`src/design/upsid_consts.svh`:
```
`ifndef UPSID_CONSTS_SVH
`define UPSID_CONSTS_SVH

// timing
`define UPSID_CLK_PERIOD_NS  25
`define UPSID_RST_MIN_NS     1000
`define UPSID_RST_MIN_CYC    ((`UPSID_RST_MIN_NS + `UPSID_CLK_PERIOD_NS - 1) / `UPSID_CLK_PERIOD_NS)
`define UPSID_POR_CYC        16
`define UPSID_REF_TIMEOUT    32

// register byte offsets
`define UPSID_OFS_CTRL       12'h000
`define UPSID_OFS_STATUS     12'h004

// control fields
`define UPSID_CTRL_PULLUP    0
`define UPSID_CTRL_LVL_LSB   1
`define UPSID_CTRL_UART      3

// status fields
`define UPSID_ST_GND         0
`define UPSID_ST_RID_LSB     1
`define UPSID_ST_SYNC        4
`define UPSID_ST_DIR         5
`define UPSID_ST_STATE_LSB   8
`define UPSID_ST_START_LSB   16

// reset values
`define UPSID_RST_LVL        2'h0
`define UPSID_RST_PULLUP     1'b0
`define UPSID_RST_UART       1'b0

// bus responses
`define UPSID_RESP_OKAY      2'h0
`define UPSID_RESP_SLVERR    2'h2

`endif

```
`src/design/upsid_pkg.sv`:
```
package upsid_pkg;
   typedef enum logic [7:0]
   {
      UPSID_ST_OFF       = 8'h01,
      UPSID_ST_RESET     = 8'h02,
      UPSID_ST_POWER_UP  = 8'h04,
      UPSID_ST_POR       = 8'h08,
      UPSID_ST_REF_WAIT  = 8'h10,
      UPSID_ST_LOCK_WAIT = 8'h20,
      UPSID_ST_STP_CHECK = 8'h40,
      UPSID_ST_SYNC      = 8'h80
   } upsid_state_t;

   typedef logic [1:0] upsid_level_t;
endpackage

```
`src/design/upsid_top.sv`:
```
`include "upsid_consts.svh"

// Operation
// - chip reset low keeps both regulators off with weak pull-downs on.
// - reset held low at least 1 us then raised restores defaults everywhere.
// - registers take their default values while the core supply comes up.
// - internal reset pulse after core supply stable, then normal operation starts.
// - off, reset mode or full operation from battery, io supply and reset.
// - default operating state after power-up is synchronous mode.
// - operation starts only with supplies stable, reference clock present, reset high.
// - with supplies stable apply data pull-downs and hold DIR until PLL lock.
// - after lock, STP low releases DIR; STP high keeps DIR high.
// - start-up interval counts from reference clock start, assuming STP low.
// - in UART mode a two-bit field selects the 3.3 V regulator level.
// - grounded status reads 0 for A plug, 1 for floating B plug.
// - pull-up cleared: weak pull-up holds line; grounding it raises an event.
// - resistance code 000, 001, 010, 011 or 101 with pull-up disabled.
// - resistance code readable only in synchronous mode.
module upsid_top #(
   parameter int POR_CYC     = `UPSID_POR_CYC,
   parameter int REF_TIMEOUT = `UPSID_REF_TIMEOUT
)
(
   // clock and reset
   input  wire logic                  MCLK,
   input  wire logic                  SYS_RST,
   // axi4-lite write
   input  wire logic [11:0]           S_AXI_AWADDR,
   input  wire logic                  S_AXI_AWVALID,
   output logic                       S_AXI_AWREADY,
   input  wire logic [31:0]           S_AXI_WDATA,
   input  wire logic [3:0]            S_AXI_WSTRB,
   input  wire logic                  S_AXI_WVALID,
   output logic                       S_AXI_WREADY,
   output logic [1:0]                 S_AXI_BRESP,
   output logic                       S_AXI_BVALID,
   input  wire logic                  S_AXI_BREADY,
   // axi4-lite read
   input  wire logic [11:0]           S_AXI_ARADDR,
   input  wire logic                  S_AXI_ARVALID,
   output logic                       S_AXI_ARREADY,
   output logic [31:0]                S_AXI_RDATA,
   output logic [1:0]                 S_AXI_RRESP,
   output logic                       S_AXI_RVALID,
   input  wire logic                  S_AXI_RREADY,
   // pins and supply monitors
   input  wire logic                  CHIP_RESET_INPUT_N,
   input  wire logic                  REFERENCE_CLOCK_INPUT,
   input  wire logic                  VBAT_PRESENT,
   input  wire logic                  IO_SUPPLY,
   input  wire logic                  CORE_SUPPLY_STABLE,
   input  wire logic                  SUPPLY_3V3_STABLE,
   input  wire logic                  PLL_LOCK,
   input  wire logic                  STP,
   input  wire logic                  ID_CMP_HIGH,
   input  wire logic [2:0]            RID_CODE,
   // outputs
   output logic                       REG_ENABLE,
   output logic                       REG_WEAK_PULLDOWN,
   output upsid_pkg::upsid_level_t    UART_SUPPLY_LEVEL_SEL,
   output logic                       PINS_HIZ,
   output logic                       DATA_PULLDOWN_EN,
   output logic                       DIR,
   output logic                       CABLE_ID_PULLUP_EN,
   output logic                       WEAK_ID_PULLUP,
   output logic                       ID_GND_EVENT,
   output logic                       SYNC_MODE
);
   import upsid_pkg::*;

   localparam int RST_MIN_CYC = `UPSID_RST_MIN_CYC;

   generate
      if (POR_CYC < 1 || POR_CYC > 255 || REF_TIMEOUT < 2 || REF_TIMEOUT > 255)
      begin : g_chk
         $error("upsid_top: POR_CYC or REF_TIMEOUT out of range");
      end
   endgenerate

   // synchronised pins
   logic [11:0]  pins_s;
   logic         rstn_s;
   logic         ref_s;
   logic         vbat_s;
   logic         io_s;
   logic         core_s;
   logic         s33_s;
   logic         lock_s;
   logic         stp_s;
   logic         id_s;
   logic [2:0]   rid_s;

   upsid_sync #(.W(12)) u_sync
   (
      .clk (MCLK),
      .rst (SYS_RST),
      .d   ({RID_CODE, ID_CMP_HIGH, STP, PLL_LOCK, SUPPLY_3V3_STABLE, CORE_SUPPLY_STABLE,
             IO_SUPPLY, VBAT_PRESENT, REFERENCE_CLOCK_INPUT, CHIP_RESET_INPUT_N}),
      .q   (pins_s)
   );

   assign {rid_s, id_s, stp_s, lock_s, s33_s, core_s, io_s, vbat_s, ref_s, rstn_s} = pins_s;

   // chip reset qualification
   logic [7:0]   low_cnt_ff;
   logic         rst_req_ff;

   // glitches shorter than the minimum do not reset state
   always_ff @(posedge MCLK)
   begin
      if (SYS_RST || rstn_s)
         low_cnt_ff <= 8'h00;
      else if (low_cnt_ff < 8'(RST_MIN_CYC))
         low_cnt_ff <= low_cnt_ff + 8'h01;
   end

   // released on the clock, so all state leaves reset together
   always_ff @(posedge MCLK)
   begin
      if (SYS_RST)
         rst_req_ff <= 1'b1;
      else if (rstn_s)
         rst_req_ff <= 1'b0;
      else if (low_cnt_ff >= 8'(RST_MIN_CYC) - 8'h01)
         rst_req_ff <= 1'b1;
   end

   // reference clock presence, sampled like any pin
   logic         ref_prev_ff;
   logic [7:0]   ref_age_ff;
   logic         ref_present;

   always_ff @(posedge MCLK)
   begin
      if (SYS_RST)
      begin
         ref_prev_ff <= 1'b0;
         ref_age_ff  <= 8'(REF_TIMEOUT);
      end
      else
      begin
         ref_prev_ff <= ref_s;
         if (ref_s && !ref_prev_ff)
            ref_age_ff <= 8'h00;
         else if (ref_age_ff < 8'(REF_TIMEOUT))
            ref_age_ff <= ref_age_ff + 8'h01;
      end
   end

   // no timing tie between reset and reference edges is assumed
   assign ref_present = (ref_age_ff < 8'(REF_TIMEOUT));

   // start-up sequencer
   upsid_state_t state_ff;
   upsid_state_t nxt_state;
   logic [7:0]   por_cnt_ff;
   logic         dir_ff;
   logic         nxt_dir;

   always_comb
   begin
      nxt_state = state_ff;
      case (state_ff)
         UPSID_ST_OFF:
            if (vbat_s)
               nxt_state = UPSID_ST_RESET;
         UPSID_ST_RESET:
            if (rstn_s && !rst_req_ff)
               nxt_state = UPSID_ST_POWER_UP;
         UPSID_ST_POWER_UP:
            if (core_s && s33_s)
               nxt_state = UPSID_ST_POR;
         UPSID_ST_POR:
            if (por_cnt_ff == 8'(POR_CYC - 1))
               nxt_state = UPSID_ST_REF_WAIT;
         UPSID_ST_REF_WAIT:
            if (ref_present)
               nxt_state = UPSID_ST_LOCK_WAIT;
         UPSID_ST_LOCK_WAIT:
            if (lock_s)
               nxt_state = UPSID_ST_STP_CHECK;
         UPSID_ST_STP_CHECK:
            if (!stp_s)
               nxt_state = UPSID_ST_SYNC;
         UPSID_ST_SYNC:
            nxt_state = UPSID_ST_SYNC;
         default:
            nxt_state = UPSID_ST_OFF;
      endcase
      if (!vbat_s)
         nxt_state = UPSID_ST_OFF;
      else if (rst_req_ff)
         nxt_state = UPSID_ST_RESET;
   end

   always_ff @(posedge MCLK)
   begin
      if (SYS_RST)
         state_ff <= UPSID_ST_OFF;
      else
         state_ff <= nxt_state;
   end

   always_ff @(posedge MCLK)
   begin
      if (SYS_RST || state_ff != UPSID_ST_POR)
         por_cnt_ff <= 8'h00;
      else
         por_cnt_ff <= por_cnt_ff + 8'h01;
   end

   // dir high from supplies stable until lock and stp released
   assign nxt_dir = (nxt_state == UPSID_ST_POR) || (nxt_state == UPSID_ST_REF_WAIT) ||
                    (nxt_state == UPSID_ST_LOCK_WAIT) || (nxt_state == UPSID_ST_STP_CHECK);

   always_ff @(posedge MCLK)
   begin
      if (SYS_RST)
         dir_ff <= 1'b0;
      else
         dir_ff <= nxt_dir;
   end

   // start-up interval, counted only once the reference runs
   logic [15:0]  start_cnt_ff;

   always_ff @(posedge MCLK)
   begin
      if (SYS_RST || state_ff == UPSID_ST_RESET || state_ff == UPSID_ST_OFF)
         start_cnt_ff <= 16'h0000;
      else if (state_ff != UPSID_ST_SYNC && ref_present && start_cnt_ff != 16'hFFFF)
         start_cnt_ff <= start_cnt_ff + 16'h0001;
   end

   // software registers, cleared by any reset or power-up phase
   logic         regs_clr;
   logic         pullup_ff;
   upsid_level_t lvl_ff;
   logic         uart_ff;
   logic         wr_go;
   logic         rd_go;
   logic         bvalid_ff;
   logic [1:0]   bresp_ff;
   logic         rvalid_ff;
   logic [1:0]   rresp_ff;
   logic [31:0]  rdata_ff;
   logic [31:0]  status_word;
   logic [2:0]   rid_view;

   function automatic logic is_mapped(input logic [11:0] a);
      is_mapped = (a == `UPSID_OFS_CTRL) || (a == `UPSID_OFS_STATUS);
   endfunction

   assign regs_clr = (state_ff == UPSID_ST_OFF) || (state_ff == UPSID_ST_RESET) ||
                     (state_ff == UPSID_ST_POWER_UP) || (state_ff == UPSID_ST_POR);
   assign wr_go = S_AXI_AWVALID && S_AXI_WVALID && !bvalid_ff;
   assign rd_go = S_AXI_ARVALID && !rvalid_ff;

   always_ff @(posedge MCLK)
   begin
      if (SYS_RST || regs_clr)
      begin
         pullup_ff <= `UPSID_RST_PULLUP;
         lvl_ff    <= `UPSID_RST_LVL;
         uart_ff   <= `UPSID_RST_UART;
      end
      else if (wr_go && S_AXI_AWADDR == `UPSID_OFS_CTRL && S_AXI_WSTRB[0])
      begin
         pullup_ff <= S_AXI_WDATA[`UPSID_CTRL_PULLUP];
         lvl_ff    <= S_AXI_WDATA[`UPSID_CTRL_LVL_LSB +: 2];
         uart_ff   <= S_AXI_WDATA[`UPSID_CTRL_UART];
      end
   end

   always_ff @(posedge MCLK)
   begin
      if (SYS_RST)
      begin
         bvalid_ff <= 1'b0;
         bresp_ff  <= `UPSID_RESP_OKAY;
      end
      else if (wr_go)
      begin
         bvalid_ff <= 1'b1;
         bresp_ff  <= is_mapped(S_AXI_AWADDR) ? `UPSID_RESP_OKAY : `UPSID_RESP_SLVERR;
      end
      else if (S_AXI_BREADY)
         bvalid_ff <= 1'b0;
   end

   // code hidden outside synchronous mode or with the pull-up on
   assign rid_view = (state_ff == UPSID_ST_SYNC && !pullup_ff) ? rid_s : 3'h0;

   always_comb
   begin
      status_word = 32'h0000_0000;
      status_word[`UPSID_ST_GND] = id_s;
      status_word[`UPSID_ST_RID_LSB +: 3] = rid_view;
      status_word[`UPSID_ST_SYNC] = (state_ff == UPSID_ST_SYNC);
      status_word[`UPSID_ST_DIR] = dir_ff;
      status_word[`UPSID_ST_STATE_LSB +: 8] = state_ff;
      status_word[`UPSID_ST_START_LSB +: 16] = start_cnt_ff;
   end

   always_ff @(posedge MCLK)
   begin
      if (SYS_RST)
      begin
         rvalid_ff <= 1'b0;
         rresp_ff  <= `UPSID_RESP_OKAY;
         rdata_ff  <= 32'h0000_0000;
      end
      else if (rd_go)
      begin
         rvalid_ff <= 1'b1;
         rresp_ff  <= is_mapped(S_AXI_ARADDR) ? `UPSID_RESP_OKAY : `UPSID_RESP_SLVERR;
         case (S_AXI_ARADDR)
            `UPSID_OFS_CTRL:
               rdata_ff <= {28'h000_0000, uart_ff, lvl_ff, pullup_ff};
            `UPSID_OFS_STATUS:
               rdata_ff <= status_word;
            default:
               rdata_ff <= 32'h0000_0000;
         endcase
      end
      else if (S_AXI_RREADY)
         rvalid_ff <= 1'b0;
   end

   // grounding event while only the weak pull-up holds the line
   logic id_prev_ff;
   logic evt_ff;

   always_ff @(posedge MCLK)
   begin
      if (SYS_RST)
      begin
         id_prev_ff <= 1'b1;
         evt_ff     <= 1'b0;
      end
      else
      begin
         id_prev_ff <= id_s;
         evt_ff     <= id_prev_ff && !id_s && !pullup_ff && !regs_clr;
      end
   end

   // outputs
   assign S_AXI_AWREADY         = wr_go;
   assign S_AXI_WREADY          = wr_go;
   assign S_AXI_BVALID          = bvalid_ff;
   assign S_AXI_BRESP           = bresp_ff;
   assign S_AXI_ARREADY         = rd_go;
   assign S_AXI_RVALID          = rvalid_ff;
   assign S_AXI_RRESP           = rresp_ff;
   assign S_AXI_RDATA           = rdata_ff;
   assign REG_ENABLE            = rstn_s && vbat_s;
   assign REG_WEAK_PULLDOWN     = !(rstn_s && vbat_s);
   assign UART_SUPPLY_LEVEL_SEL = uart_ff ? lvl_ff : `UPSID_RST_LVL;
   assign PINS_HIZ              = (state_ff == UPSID_ST_RESET) && io_s;
   assign DATA_PULLDOWN_EN      = dir_ff;
   assign DIR                   = dir_ff;
   assign CABLE_ID_PULLUP_EN    = pullup_ff;
   assign WEAK_ID_PULLUP        = !pullup_ff;
   assign ID_GND_EVENT          = evt_ff;
   assign SYNC_MODE             = (state_ff == UPSID_ST_SYNC);

   // checks
   a_reg_off_low: assert property (@(posedge MCLK) disable iff (SYS_RST)
      !rstn_s |-> !REG_ENABLE && REG_WEAK_PULLDOWN) else $error("regulators on with reset low");
   a_short_glitch: assert property (@(posedge MCLK) disable iff (SYS_RST)
      $rose(rst_req_ff) |-> !$past(rstn_s, 39)) else $error("reset accepted before 1 us");
   a_defaults_load: assert property (@(posedge MCLK) disable iff (SYS_RST)
      (state_ff == UPSID_ST_POR) |=> !pullup_ff && !uart_ff && lvl_ff == 2'h0) else $error("defaults not held");
   // counter based, so the pulse length may be any legal POR_CYC
   a_por_length: assert property (@(posedge MCLK) disable iff (SYS_RST)
      (state_ff == UPSID_ST_POR) && (por_cnt_ff != 8'(POR_CYC - 1)) && vbat_s && !rst_req_ff
      |=> state_ff == UPSID_ST_POR) else $error("internal reset pulse too short");
   a_hiz_mode: assert property (@(posedge MCLK) disable iff (SYS_RST)
      PINS_HIZ |-> io_s && state_ff == UPSID_ST_RESET) else $error("tristate outside reset mode");
   a_ref_needed: assert property (@(posedge MCLK) disable iff (SYS_RST)
      (state_ff == UPSID_ST_REF_WAIT) && !ref_present |=> state_ff != UPSID_ST_LOCK_WAIT)
      else $error("left ref wait without clock");
   a_dir_lock: assert property (@(posedge MCLK) disable iff (SYS_RST)
      (state_ff == UPSID_ST_LOCK_WAIT) && !lock_s && vbat_s && !rst_req_ff |=> DIR && DATA_PULLDOWN_EN)
      else $error("dir dropped before lock");
   a_stp_hold: assert property (@(posedge MCLK) disable iff (SYS_RST)
      (state_ff == UPSID_ST_STP_CHECK) && stp_s && vbat_s && !rst_req_ff |=> DIR) else $error("dir fell with stp high");
   a_stp_release: assert property (@(posedge MCLK) disable iff (SYS_RST)
      (state_ff == UPSID_ST_STP_CHECK) && !stp_s && vbat_s && !rst_req_ff |=> !DIR ##1 SYNC_MODE)
      else $error("dir kept with stp low");
   a_uart_level: assert property (@(posedge MCLK) disable iff (SYS_RST)
      !uart_ff |-> UART_SUPPLY_LEVEL_SEL == 2'h0) else $error("level applied outside uart mode");
   a_id_event: assert property (@(posedge MCLK) disable iff (SYS_RST)
      $fell(id_s) && !pullup_ff && !regs_clr |=> ID_GND_EVENT) else $error("grounding event missed");
   a_rid_hidden: assert property (@(posedge MCLK) disable iff (SYS_RST)
      !SYNC_MODE |-> status_word[3:1] == 3'h0) else $error("resistance code visible outside sync");
endmodule

```
`src/design/upsid_sync.sv`:
```
module upsid_sync #(
   parameter int W = 1
)
(
   // clock and reset
   input  wire logic         clk,
   input  wire logic         rst,
   // data
   input  wire logic [W-1:0] d,
   output logic      [W-1:0] q
);
   logic [W-1:0] meta_ff;
   logic [W-1:0] q_ff;

   generate
      if (W < 1)
      begin : g_chk
         $error("upsid_sync: width must be at least 1");
      end
   endgenerate

   // first stage read only by the second
   always_ff @(posedge clk)
   begin
      if (rst)
      begin
         meta_ff <= '0;
         q_ff    <= '0;
      end
      else
      begin
         meta_ff <= d;
         q_ff    <= meta_ff;
      end
   end

   assign q = q_ff;
endmodule

```
`config.mk`:
```
export PLATFORM = sky130hd
export DESIGN_NAME = upsid_top
export DESIGN_NICKNAME = d
export VERILOG_FILES = /design/src/design/upsid_pkg.sv /design/src/design/upsid_top.sv /design/src/design/upsid_sync.sv
export VERILOG_INCLUDE_DIRS = /design/src /design/src/design
export SDC_FILE = /design/constraint.sdc
export NUM_CORES = 1
export LEC_CHECK = 0
export BUFFER_PORTS_ARGS = -buffer_cell sky130_fd_sc_hd__buf_2
export CORE_UTILIZATION = 53
export CTS_CLUSTER_DIAMETER = 40
export DETAILED_ROUTE_END_ITERATION = 12
export GPL_ROUTABILITY_DRIVEN = 0
export GPL_TIMING_DRIVEN = 1
export PLACE_DENSITY_LB_ADDON = 0.15
export SETUP_SLACK_MARGIN = 0.15
export SLEW_MARGIN = 10
export SYNTH_ARGS = -nofsm -noshare
export SYNTH_HDL_FRONTEND = slang
export SYNTH_HIERARCHICAL = 1
export SYNTH_SLANG_ARGS = --single-unit
```
`constraint.sdc`:
```
create_clock -name MCLK -period 2.55 [get_ports MCLK]
set_clock_uncertainty 0.15 [all_clocks]
set_input_delay 0.51 -clock MCLK [delete_from_list [all_inputs] [get_ports MCLK]]
set_output_delay 0.51 -clock MCLK [all_outputs]
set_load 0.05 [all_outputs]
```
==> summary.md, run 1 <==
## Status
• outcome: complete, but fails checks
• violations in the final reports: negative setup slack

## Synthesis
• Post-synth top flop: sky130_fd_sc_hd__dfxtp_1
• Post-Synthesis Cell Area: 4960 µm²
• yosys synthesis warning count: 6
• Synth Instances: 514
• dominant cell by count in the synthesized netlist: sky130_fd_sc_hd__dfxtp_1
• share of the synthesized area in the top cell type: 0.464
• Commonest cells post-synth: sky130_fd_sc_hd__dfxtp_1, sky130_fd_sc_hd__nor2_1, sky130_fd_sc_hd__a22oi_2, sky130_fd_sc_hd__nand2_1, sky130_fd_sc_hd__nor2_2
• number of unique standard cell types used by synthesis: 66
• asr flop ratio synth: 0
• number of enable flip-flop cells after synthesis: 0
• Synth area leader: sky130_fd_sc_hd__dfxtp_1
• average cell area after synthesis: 9.65 µm²
• sequential cell area fraction in the yosys report: 0.464
• cell types occupying the most area after synthesis: sky130_fd_sc_hd__dfxtp_1, sky130_fd_sc_hd__nor2_1, sky130_fd_sc_hd__a22oi_2
• synthesis-stage register bit count: 115

## CTS
• clock tree buffer depth: 2
• CTS tree: yes
• clock latency reported for the late side of the worst-skew pair: 0.51 ns
• clock input transition at the sequential cells of the worst setup and hold paths: 0.06 ns
• root buffer cell: sky130_fd_sc_hd__clkbuf_8
• number of clock sinks seen by CTS: 115
• number of levels in the clock H-tree: 4
• total clock buffers created by CTS: 17

## Global routing
• largest net degree at the start of global routing: 32
• overall fraction of global-route tracks in use: 0.226
• global-route congestion overflow total: 0
• vias in the first global route: 3743
• antenna violations before repair: 0
• first-pass GRT wire length: 17.4 mm

## STA
• worst setup margin: -0.0138 ns
• slew of the pin with the lowest slew margin: 0.670 ns
• final critical-path required period: 2.56 ns
• number of slew-limit violations in the final report: 0
• Relative slew margins: 0.552
• count of endpoints failing hold in the final timing report: 0
• highest achievable clock rate: 0.390 GHz
• Hold Slack: 0.0584 ns
• Final period util: 1.01
• final setup violation count: 1
• RSZ-0062 raised after global routing: true

## Flow run
• number of max-capacitance violations reported: 0

## Pwr
• clock power share: 0.517
• Internal Power: 3.31 mW
• Psw: 1.02 mW
• register share of total power: 0.428
• share of power burned in combinational logic: 0.055
• Leakage: 2.43 nW
• maximum vdd ir drop: 0.000593 V
• fraction of power spent switching nets: 0.236
• total power after layout: 4.33 mW
• PD cells: 706 nW/µm²

## Setup path
• Crit path arrival time: 1.90 ns
• family of cells with the greatest summed delay on the critical path: simple AND/OR/NAND/NOR gates
• CP bufs+invs: 1
• crit path cell chain: or4_4, nor3_4, and2_4, buf_8
• worst reg2reg startpoint: state_ff[0]$_SDFF_PP1_
• worst-path cell with the longest stage delay: sky130_fd_sc_hd__or4_4
• kind of start point of the critical path: flop
• required arrival time at the worst endpoint: 1.89 ns
• highest fanout seen on the critical path: 2
• element type at the critical path end: primary output
• Worst Path Class, Setup: flop to primary output
• Worst path max stage delay: 0.55 ns
• startpoint of the most critical setup path: state_ff[6]$_SDFF_PP0_

## Floorplanning
• Die W: 98.8 µm
• initial core utilization: 0.558
• std cell rows: 34
• vertical die dimension: 98.8 µm
• Core ar.: 8890 µm²
• Die Area: 9750 µm²
• IO Pins: 131

## Layout
• diode count: 0
• post-layout net count: 698
• Filler Cell Count: 683
• area overhead of the layout relative to synthesis: 23.5%
• Final Core Density: 0.689
• share of layout cells above drive strength 1: 0.352
• cell area after layout: 6130 µm²

## Drt
• initial drt markers: 215
• detailed-route vias per instance: 5.40
• remaining number of nets flagged by the antenna check after routing: 0
• drt pass-1 iters: 4
• total wirelength of the detailed-routed design: 10.4 mm
• via count of the routed design: 3971
• routed len/inst: 14.2 µm
• Residual DRC: 0

## Hold path
• hold path start: CHIP_RESET_INPUT_N
• class of the most critical hold timing path: input pin to flop

## Placed design
• post-detailed-placement cell area: 5510 µm²
• sum of net half-perimeters after detailed placement: 7.25 mm
• number of port buffers: 95

## sequential cells by signal, summed over array words and instances (netlist names), 2 cells and up
signal,cells
S_AXI_RDATA,30
low_cnt_ff,8
lvl_ff,2
por_cnt_ff,8
ref_age_ff,8
start_cnt_ff,16
state_ff,8
u_sync/meta_ff,12
u_sync/q,12
## worst register-to-register path: stages (launching register included)
cell and delay [ns]:
sky130_fd_sc_hd__dfxtp_1 0.49, sky130_fd_sc_hd__nand2b_1 0.29, sky130_fd_sc_hd__nor2_1 0.07, sky130_fd_sc_hd__o311a_1 0.33, sky130_fd_sc_hd__a31oi_1 0.52, sky130_fd_sc_hd__nor2_1 0.13
## power groups by stage
stage | Clock [mW] | Sequential (mW) | Combinational [mW]
floorplan | 0 | 1.91 | 0.148
global placement | 0 | 1.89 | 0.232
detailed placement | 0 | 1.89 | 0.236
CTS | 2.28 | 1.85 | 0.238
global route | 2.38 | 1.86 | 0.255
finish | 2.24 | 1.85 | 0.237
## timing repair
item / in CTS / in global routing
hold endpoints to repair: 0 / 0
hold buffers: 0 / 0
endpoints found under the setup margin: 2 / 2
gates resized for setup: 9 / 1
setup buffers: 1 / 1
pin swaps: 1 / 1
## stage by stage
step           TNS, ns  cells  setup WS, ns
6_report       -0.0138    736       -0.0138
3_3_place_gp         0    702         0.330
3_5_place_dp         0    702         0.310
2_1_floorplan        0    517         0.330
4_1_cts        -0.0377    735       -0.0377
5_1_grt        -0.0766    736       -0.0766
## cells in the final DEF (no fill, tap or decap), types with 8 or more instances in the layout
cell / instances
sky130_fd_sc_hd__nor2_1: 72
sky130_fd_sc_hd__nor2b_2: 14
sky130_fd_sc_hd__mux2i_1: 10
sky130_fd_sc_hd__xor2_1: 16
sky130_fd_sc_hd__a22oi_2: 20
sky130_fd_sc_hd__a21oi_1: 12
sky130_fd_sc_hd__nand2b_1: 8
sky130_fd_sc_hd__o21ai_0: 9
sky130_fd_sc_hd__inv_1: 10
sky130_fd_sc_hd__nor2b_1: 12
sky130_fd_sc_hd__nand3_1: 14
sky130_fd_sc_hd__nor2_2: 20
sky130_fd_sc_hd__clkbuf_16: 16
sky130_fd_sc_hd__nor3_1: 11
sky130_fd_sc_hd__buf_2: 93
sky130_fd_sc_hd__dfxtp_1: 114
sky130_fd_sc_hd__xnor2_1: 10
sky130_fd_sc_hd__buf_4: 14
sky130_fd_sc_hd__nand2_1: 20
sky130_fd_sc_hd__a31oi_1: 9
## cell families (layout without fill, tap and decap cells)
family | count (synthesis) | in the layout | share of synthesized area
AND/OR/NAND/NOR | 231 | 231 | 0.269
other | 1 | 4 | 0.000756
AO/OA/AOI/OAI | 85 | 85 | 0.144
flip-flops | 115 | 115 | 0.464
buffers and inverters | 42 | 153 | 0.0461
XOR/XNOR | 26 | 26 | 0.0459
adder cells (fa/ha/maj) | 4 | 4 | 0.0101
multiplexers | 10 | 10 | 0.0202
## metal layers
metal / wire, µm / track usage / part of all wire / vias to the layer above
met3: 653 / 0.0617 / 0.063 / 10
met5: 0 / 0 / 0 / -
li1: - / - / - / 1988
met1: 4740 / 0.271 / 0.45 / 1832
met2: 4960 / 0.385 / 0.48 / 141
met4: 92 / 0.0907 / 0.0088 / 0
## final timing paths
path,slack (ns),endpoint,cells after the start
hold / removal,0.06,u_sync/meta_ff[0]$_SDFF_PP0_,2
setup / recovery,-0.01,PINS_HIZ,4
setup reg to reg,0.43,DATA_PULLDOWN_EN$_SDFF_PP0_,5
hold reg to reg,0.28,u_sync/q[11]$_SDFF_PP0_,1
## final cells by class
cell class	instances	area, µm²	area share
clock inverter	15	159	0.0259
tap	108	135	0.0221
inverter	11	41.3	0.00674
clock buffer	17	414	0.0676
multi-input combinational	360	2460	0.401
timing repair buffer	110	617	0.101
sequential	115	2300	0.376
Power figures use the tool's default switching activity.
==> run 2, diff against run 1 <==
--- a/config.mk
+++ b/config.mk
@@ -6,10 +6,10 @@
 export SDC_FILE = /design/constraint.sdc
 export NUM_CORES = 1
 export LEC_CHECK = 0
-export BUFFER_PORTS_ARGS = -buffer_cell sky130_fd_sc_hd__buf_2
-export CORE_UTILIZATION = 53
+export CORE_UTILIZATION = 55
 export CTS_CLUSTER_DIAMETER = 40
 export DETAILED_ROUTE_END_ITERATION = 12
+export DONT_BUFFER_PORTS = 1
 export GPL_ROUTABILITY_DRIVEN = 0
 export GPL_TIMING_DRIVEN = 1
 export PLACE_DENSITY_LB_ADDON = 0.15
==> run 2 against run 1 <==
The run now ends clean. Critical path type unchanged. Die area down 3.6%. Critical path depth did not move. Wire length down 3.1%. Worst hold slack got worse by 0.033 ns. Total power is 6.3% higher. Core utilization fell by 1.0 points. Register-to-register slack worse by 0.02 ns. Clock power increased by 13%. Sequential power about the same. Global-route usage increased by 0.54 points. Sequential share of layout area increased by 1.3 points.
==> summary.md, run 2 (same netlist as run 1, synthesis figures left out) <==
## Setup path
• Worst Path Class, Setup: flop to primary output, unchanged
• endpoint of the lowest-slack register-to-register path: DATA_PULLDOWN_EN$_SDFF_PP0_, unchanged
• worst-path cell with the longest stage delay: sky130_fd_sc_hd__or4_4, unchanged
• Worst path max stage delay: 0.55 ns, about the same
• element type at the critical path end: primary output, unchanged
• kind of start point of the critical path: flop, unchanged
• number of cells on the worst reg-to-reg path: 5, unchanged
• slack of the worst reg-to-reg path: 0.41 ns, was 0.43 ns
• worst reg2reg startpoint: state_ff[1]$_SDFF_PP0_, was state_ff[0]$_SDFF_PP1_
• Crit path arrival time: 1.88 ns, was 1.90 ns
• highest fanout seen on the critical path: 3, was 2
• crit path cell chain: or4_4, nor3_4, and2_4, buf_12, was or4_4, nor3_4, and2_4, buf_8
• required arrival time at the worst endpoint: 1.89 ns, about the same

## Layout
• area overhead of the layout relative to synthesis: 19.3%, was 23.5%
• post-layout net count: 620, was 698
• flip-flop count of the largest register after layout: 30, unchanged
• commonest non-fill, non-tap cells in the layout: sky130_fd_sc_hd__dfxtp_1, sky130_fd_sc_hd__nor2_1, sky130_fd_sc_hd__a22oi_2, sky130_fd_sc_hd__nor2_2, sky130_fd_sc_hd__nand2_1, was sky130_fd_sc_hd__dfxtp_1, sky130_fd_sc_hd__buf_2, sky130_fd_sc_hd__nor2_1
• share of layout cells above drive strength 1: 0.235, was 0.352
• most common cell after layout, fill and taps aside: sky130_fd_sc_hd__dfxtp_1, unchanged
• diode count: 0, unchanged

## Global routing
• first-pass GRT wire length: 17.2 mm, was 17.4 mm
• antenna violations before repair: 0, unchanged
• global-route congestion overflow total: 0, unchanged
• largest net degree at the start of global routing: 56, was 32
• overall fraction of global-route tracks in use: 0.232, was 0.226
• vias in the first global route: 3707, was 3743

## CTS
• number of levels in the clock H-tree: 4, unchanged
• number of clock sinks seen by CTS: 115, unchanged
• root buffer cell: sky130_fd_sc_hd__clkbuf_8, unchanged
• clock tree buffer depth: 2, unchanged
• clock input transition at the sequential cells of the worst setup and hold paths: 0.06 ns, about the same
• total clock buffers created by CTS: 17, unchanged
• CTS tree: yes, unchanged
• clock latency reported for the late side of the worst-skew pair: 0.51 ns, about the same

## Pwr
• Internal Power: 3.60 mW, was 3.31 mW
• maximum vdd ir drop: 0.000382 V, was 0.000593 V
• total power after layout: 4.60 mW, was 4.33 mW
• clock power share: 0.551, was 0.517
• share of power burned in combinational logic: 0.041, was 0.055
• Psw: 0.998 mW, was 1.02 mW
• fraction of power spent switching nets: 0.217, was 0.236
• register share of total power: 0.408, was 0.428
• Leakage: 2.11 nW, was 2.43 nW
• PD cells: 776 nW/µm², was 706 nW/µm²

## Hold path
• worst hold path stage count: 2, unchanged
• hold path start: S_AXI_BREADY, was CHIP_RESET_INPUT_N
• class of the most critical hold timing path: input pin to flop, unchanged
• endpoint with the worst hold slack: S_AXI_BVALID$_SDFFE_PP0P_, was u_sync/meta_ff[0]$_SDFF_PP0_

## Floorplanning
• IO Pins: 131, unchanged
• Die W: 97.0 µm, was 98.8 µm
• Core ar.: 8720 µm², was 8890 µm²
• Die Area: 9410 µm², was 9750 µm²
• vertical die dimension: 97.0 µm, was 98.8 µm
• std cell rows: 34, unchanged
• initial core utilization: 0.569, was 0.558

## Drt
• initial drt markers: 121, was 215
• routed len/inst: 15.4 µm, was 14.2 µm
• detailed-route vias per instance: 5.62, was 5.40
• drt pass-1 iters: 4, unchanged
• via count of the routed design: 3701, was 3971
• Residual DRC: 0, unchanged
• remaining number of nets flagged by the antenna check after routing: 0, unchanged
• total wirelength of the detailed-routed design: 10.1 mm, was 10.4 mm

## Placed design
• worst setup timing slack at the placement stage: 0.373 ns, was 0.310 ns
• number of port buffers: 0, was 95
• sum of net half-perimeters after detailed placement: 6.66 mm, was 7.25 mm

## STA
• Relative slew margins: 0.552, about the same
• final critical-path required period: 2.54 ns, was 2.56 ns
• slew of the pin with the lowest slew margin: 0.669 ns, was 0.670 ns
• final total negative setup slack: 0 ns, was -0.0138 ns
• number of slew-limit violations in the final report: 0, unchanged
• final setup violation count: 0, was 1
• highest achievable clock rate: 0.393 GHz, was 0.390 GHz
• Final period util: 0.998, was 1.01
• worst setup margin: 0.00541 ns, was -0.0138 ns
• RSZ-0062 raised after global routing: true, unchanged
• count of endpoints failing hold in the final timing report: 0, unchanged

## Flow run
• number of max-capacitance violations reported: 0, unchanged

## Status
• outcome: finished clean, was complete, but fails checks

run 2: cell types whose count changed in the layout (fill, tap and decap cells not counted), sizes merged:
cell         change
clkbuf           +1
inv              -1
buf             -94
dlygate4sd3     +16
bufinv           +3
clkinvlp         -3
run 2: power groups by stage:
stage	clock network, mW	logic (mW)	registers, mW
floorplan	0	0.148	1.91
global placement	0	0.142	1.91
detailed placement	0	0.145	1.91
CTS	2.59	0.187	1.88
global route	2.67	0.205	1.88
finish	2.54	0.186	1.88
run 2: critical path, delay by kind of cell, from the launching register on:
kind / cells / cell delay [ns]
simple gates: 3 / 0.94
flops: 1 / 0.31
buf+inv: 1 / 0.13
run 2: layout make-up:
class,instances,area [µm²]
well taps,108,135
clock buffers,18,418
repair buffers,32,333
multi-input cells,360,2460
inverters,11,45.0
fillers,671,2800
flip-flops and latches,115,2300
clock inverters,14,226
run 2: per-stage QoR:
step                      hold slack [ns]   util  cell area, µm²  cells
after global routing              0.00680  0.679            5920    658
after global placement              0.269  0.578            5040    607
final                              0.0250  0.679            5920    658
after detailed placement            0.273  0.578            5040    607
after floorplan                     0.261      -            4970    517
after CTS                         0.00619  0.677            5900    656
run 2: repair_timing:
item / 4_1_cts / 5_1_grt
resized for setup: 9 / 2
gates cloned: 0 / 0
hold endpoints to repair: 61 / 0
hold buffers: 17 / 0
buffers inserted: 0 / 2
pin swaps: 3 / 3
setup endpoints to repair: 3 / 4
run 2: how the worst max path moves through the flow:
stage / from / to / slack (ns) / cells past startpoint
6_report: state_ff[4]$_SDFF_PP0_ / PINS_HIZ / 0.005 / 4
5_1_grt: state_ff[4]$_SDFF_PP0_ / PINS_HIZ / -0.07 / 4
4_1_cts: state_ff[4]$_SDFF_PP0_ / PINS_HIZ / -0.06 / 4
3_5_place_dp: S_AXI_ARADDR[9] / S_AXI_RDATA[2]$_SDFFE_PP0P_ / 0.37 / 5
3_3_place_gp: S_AXI_ARADDR[9] / S_AXI_RDATA[1]$_SDFFE_PP0P_ / 0.39 / 5
2_1_floorplan: state_ff[6]$_SDFF_PP0_ / PINS_HIZ / 0.33 / 3
run 2: metal layers:
metal | vias up | part of all wire | GRT usage
li1 | 1834 | - | -
met1 | 1727 | 0.42 | 0.262
met2 | 131 | 0.49 | 0.393
met3 | 9 | 0.074 | 0.0882
met4 | 0 | 0.0084 | 0.0918
met5 | - | 0 | 0
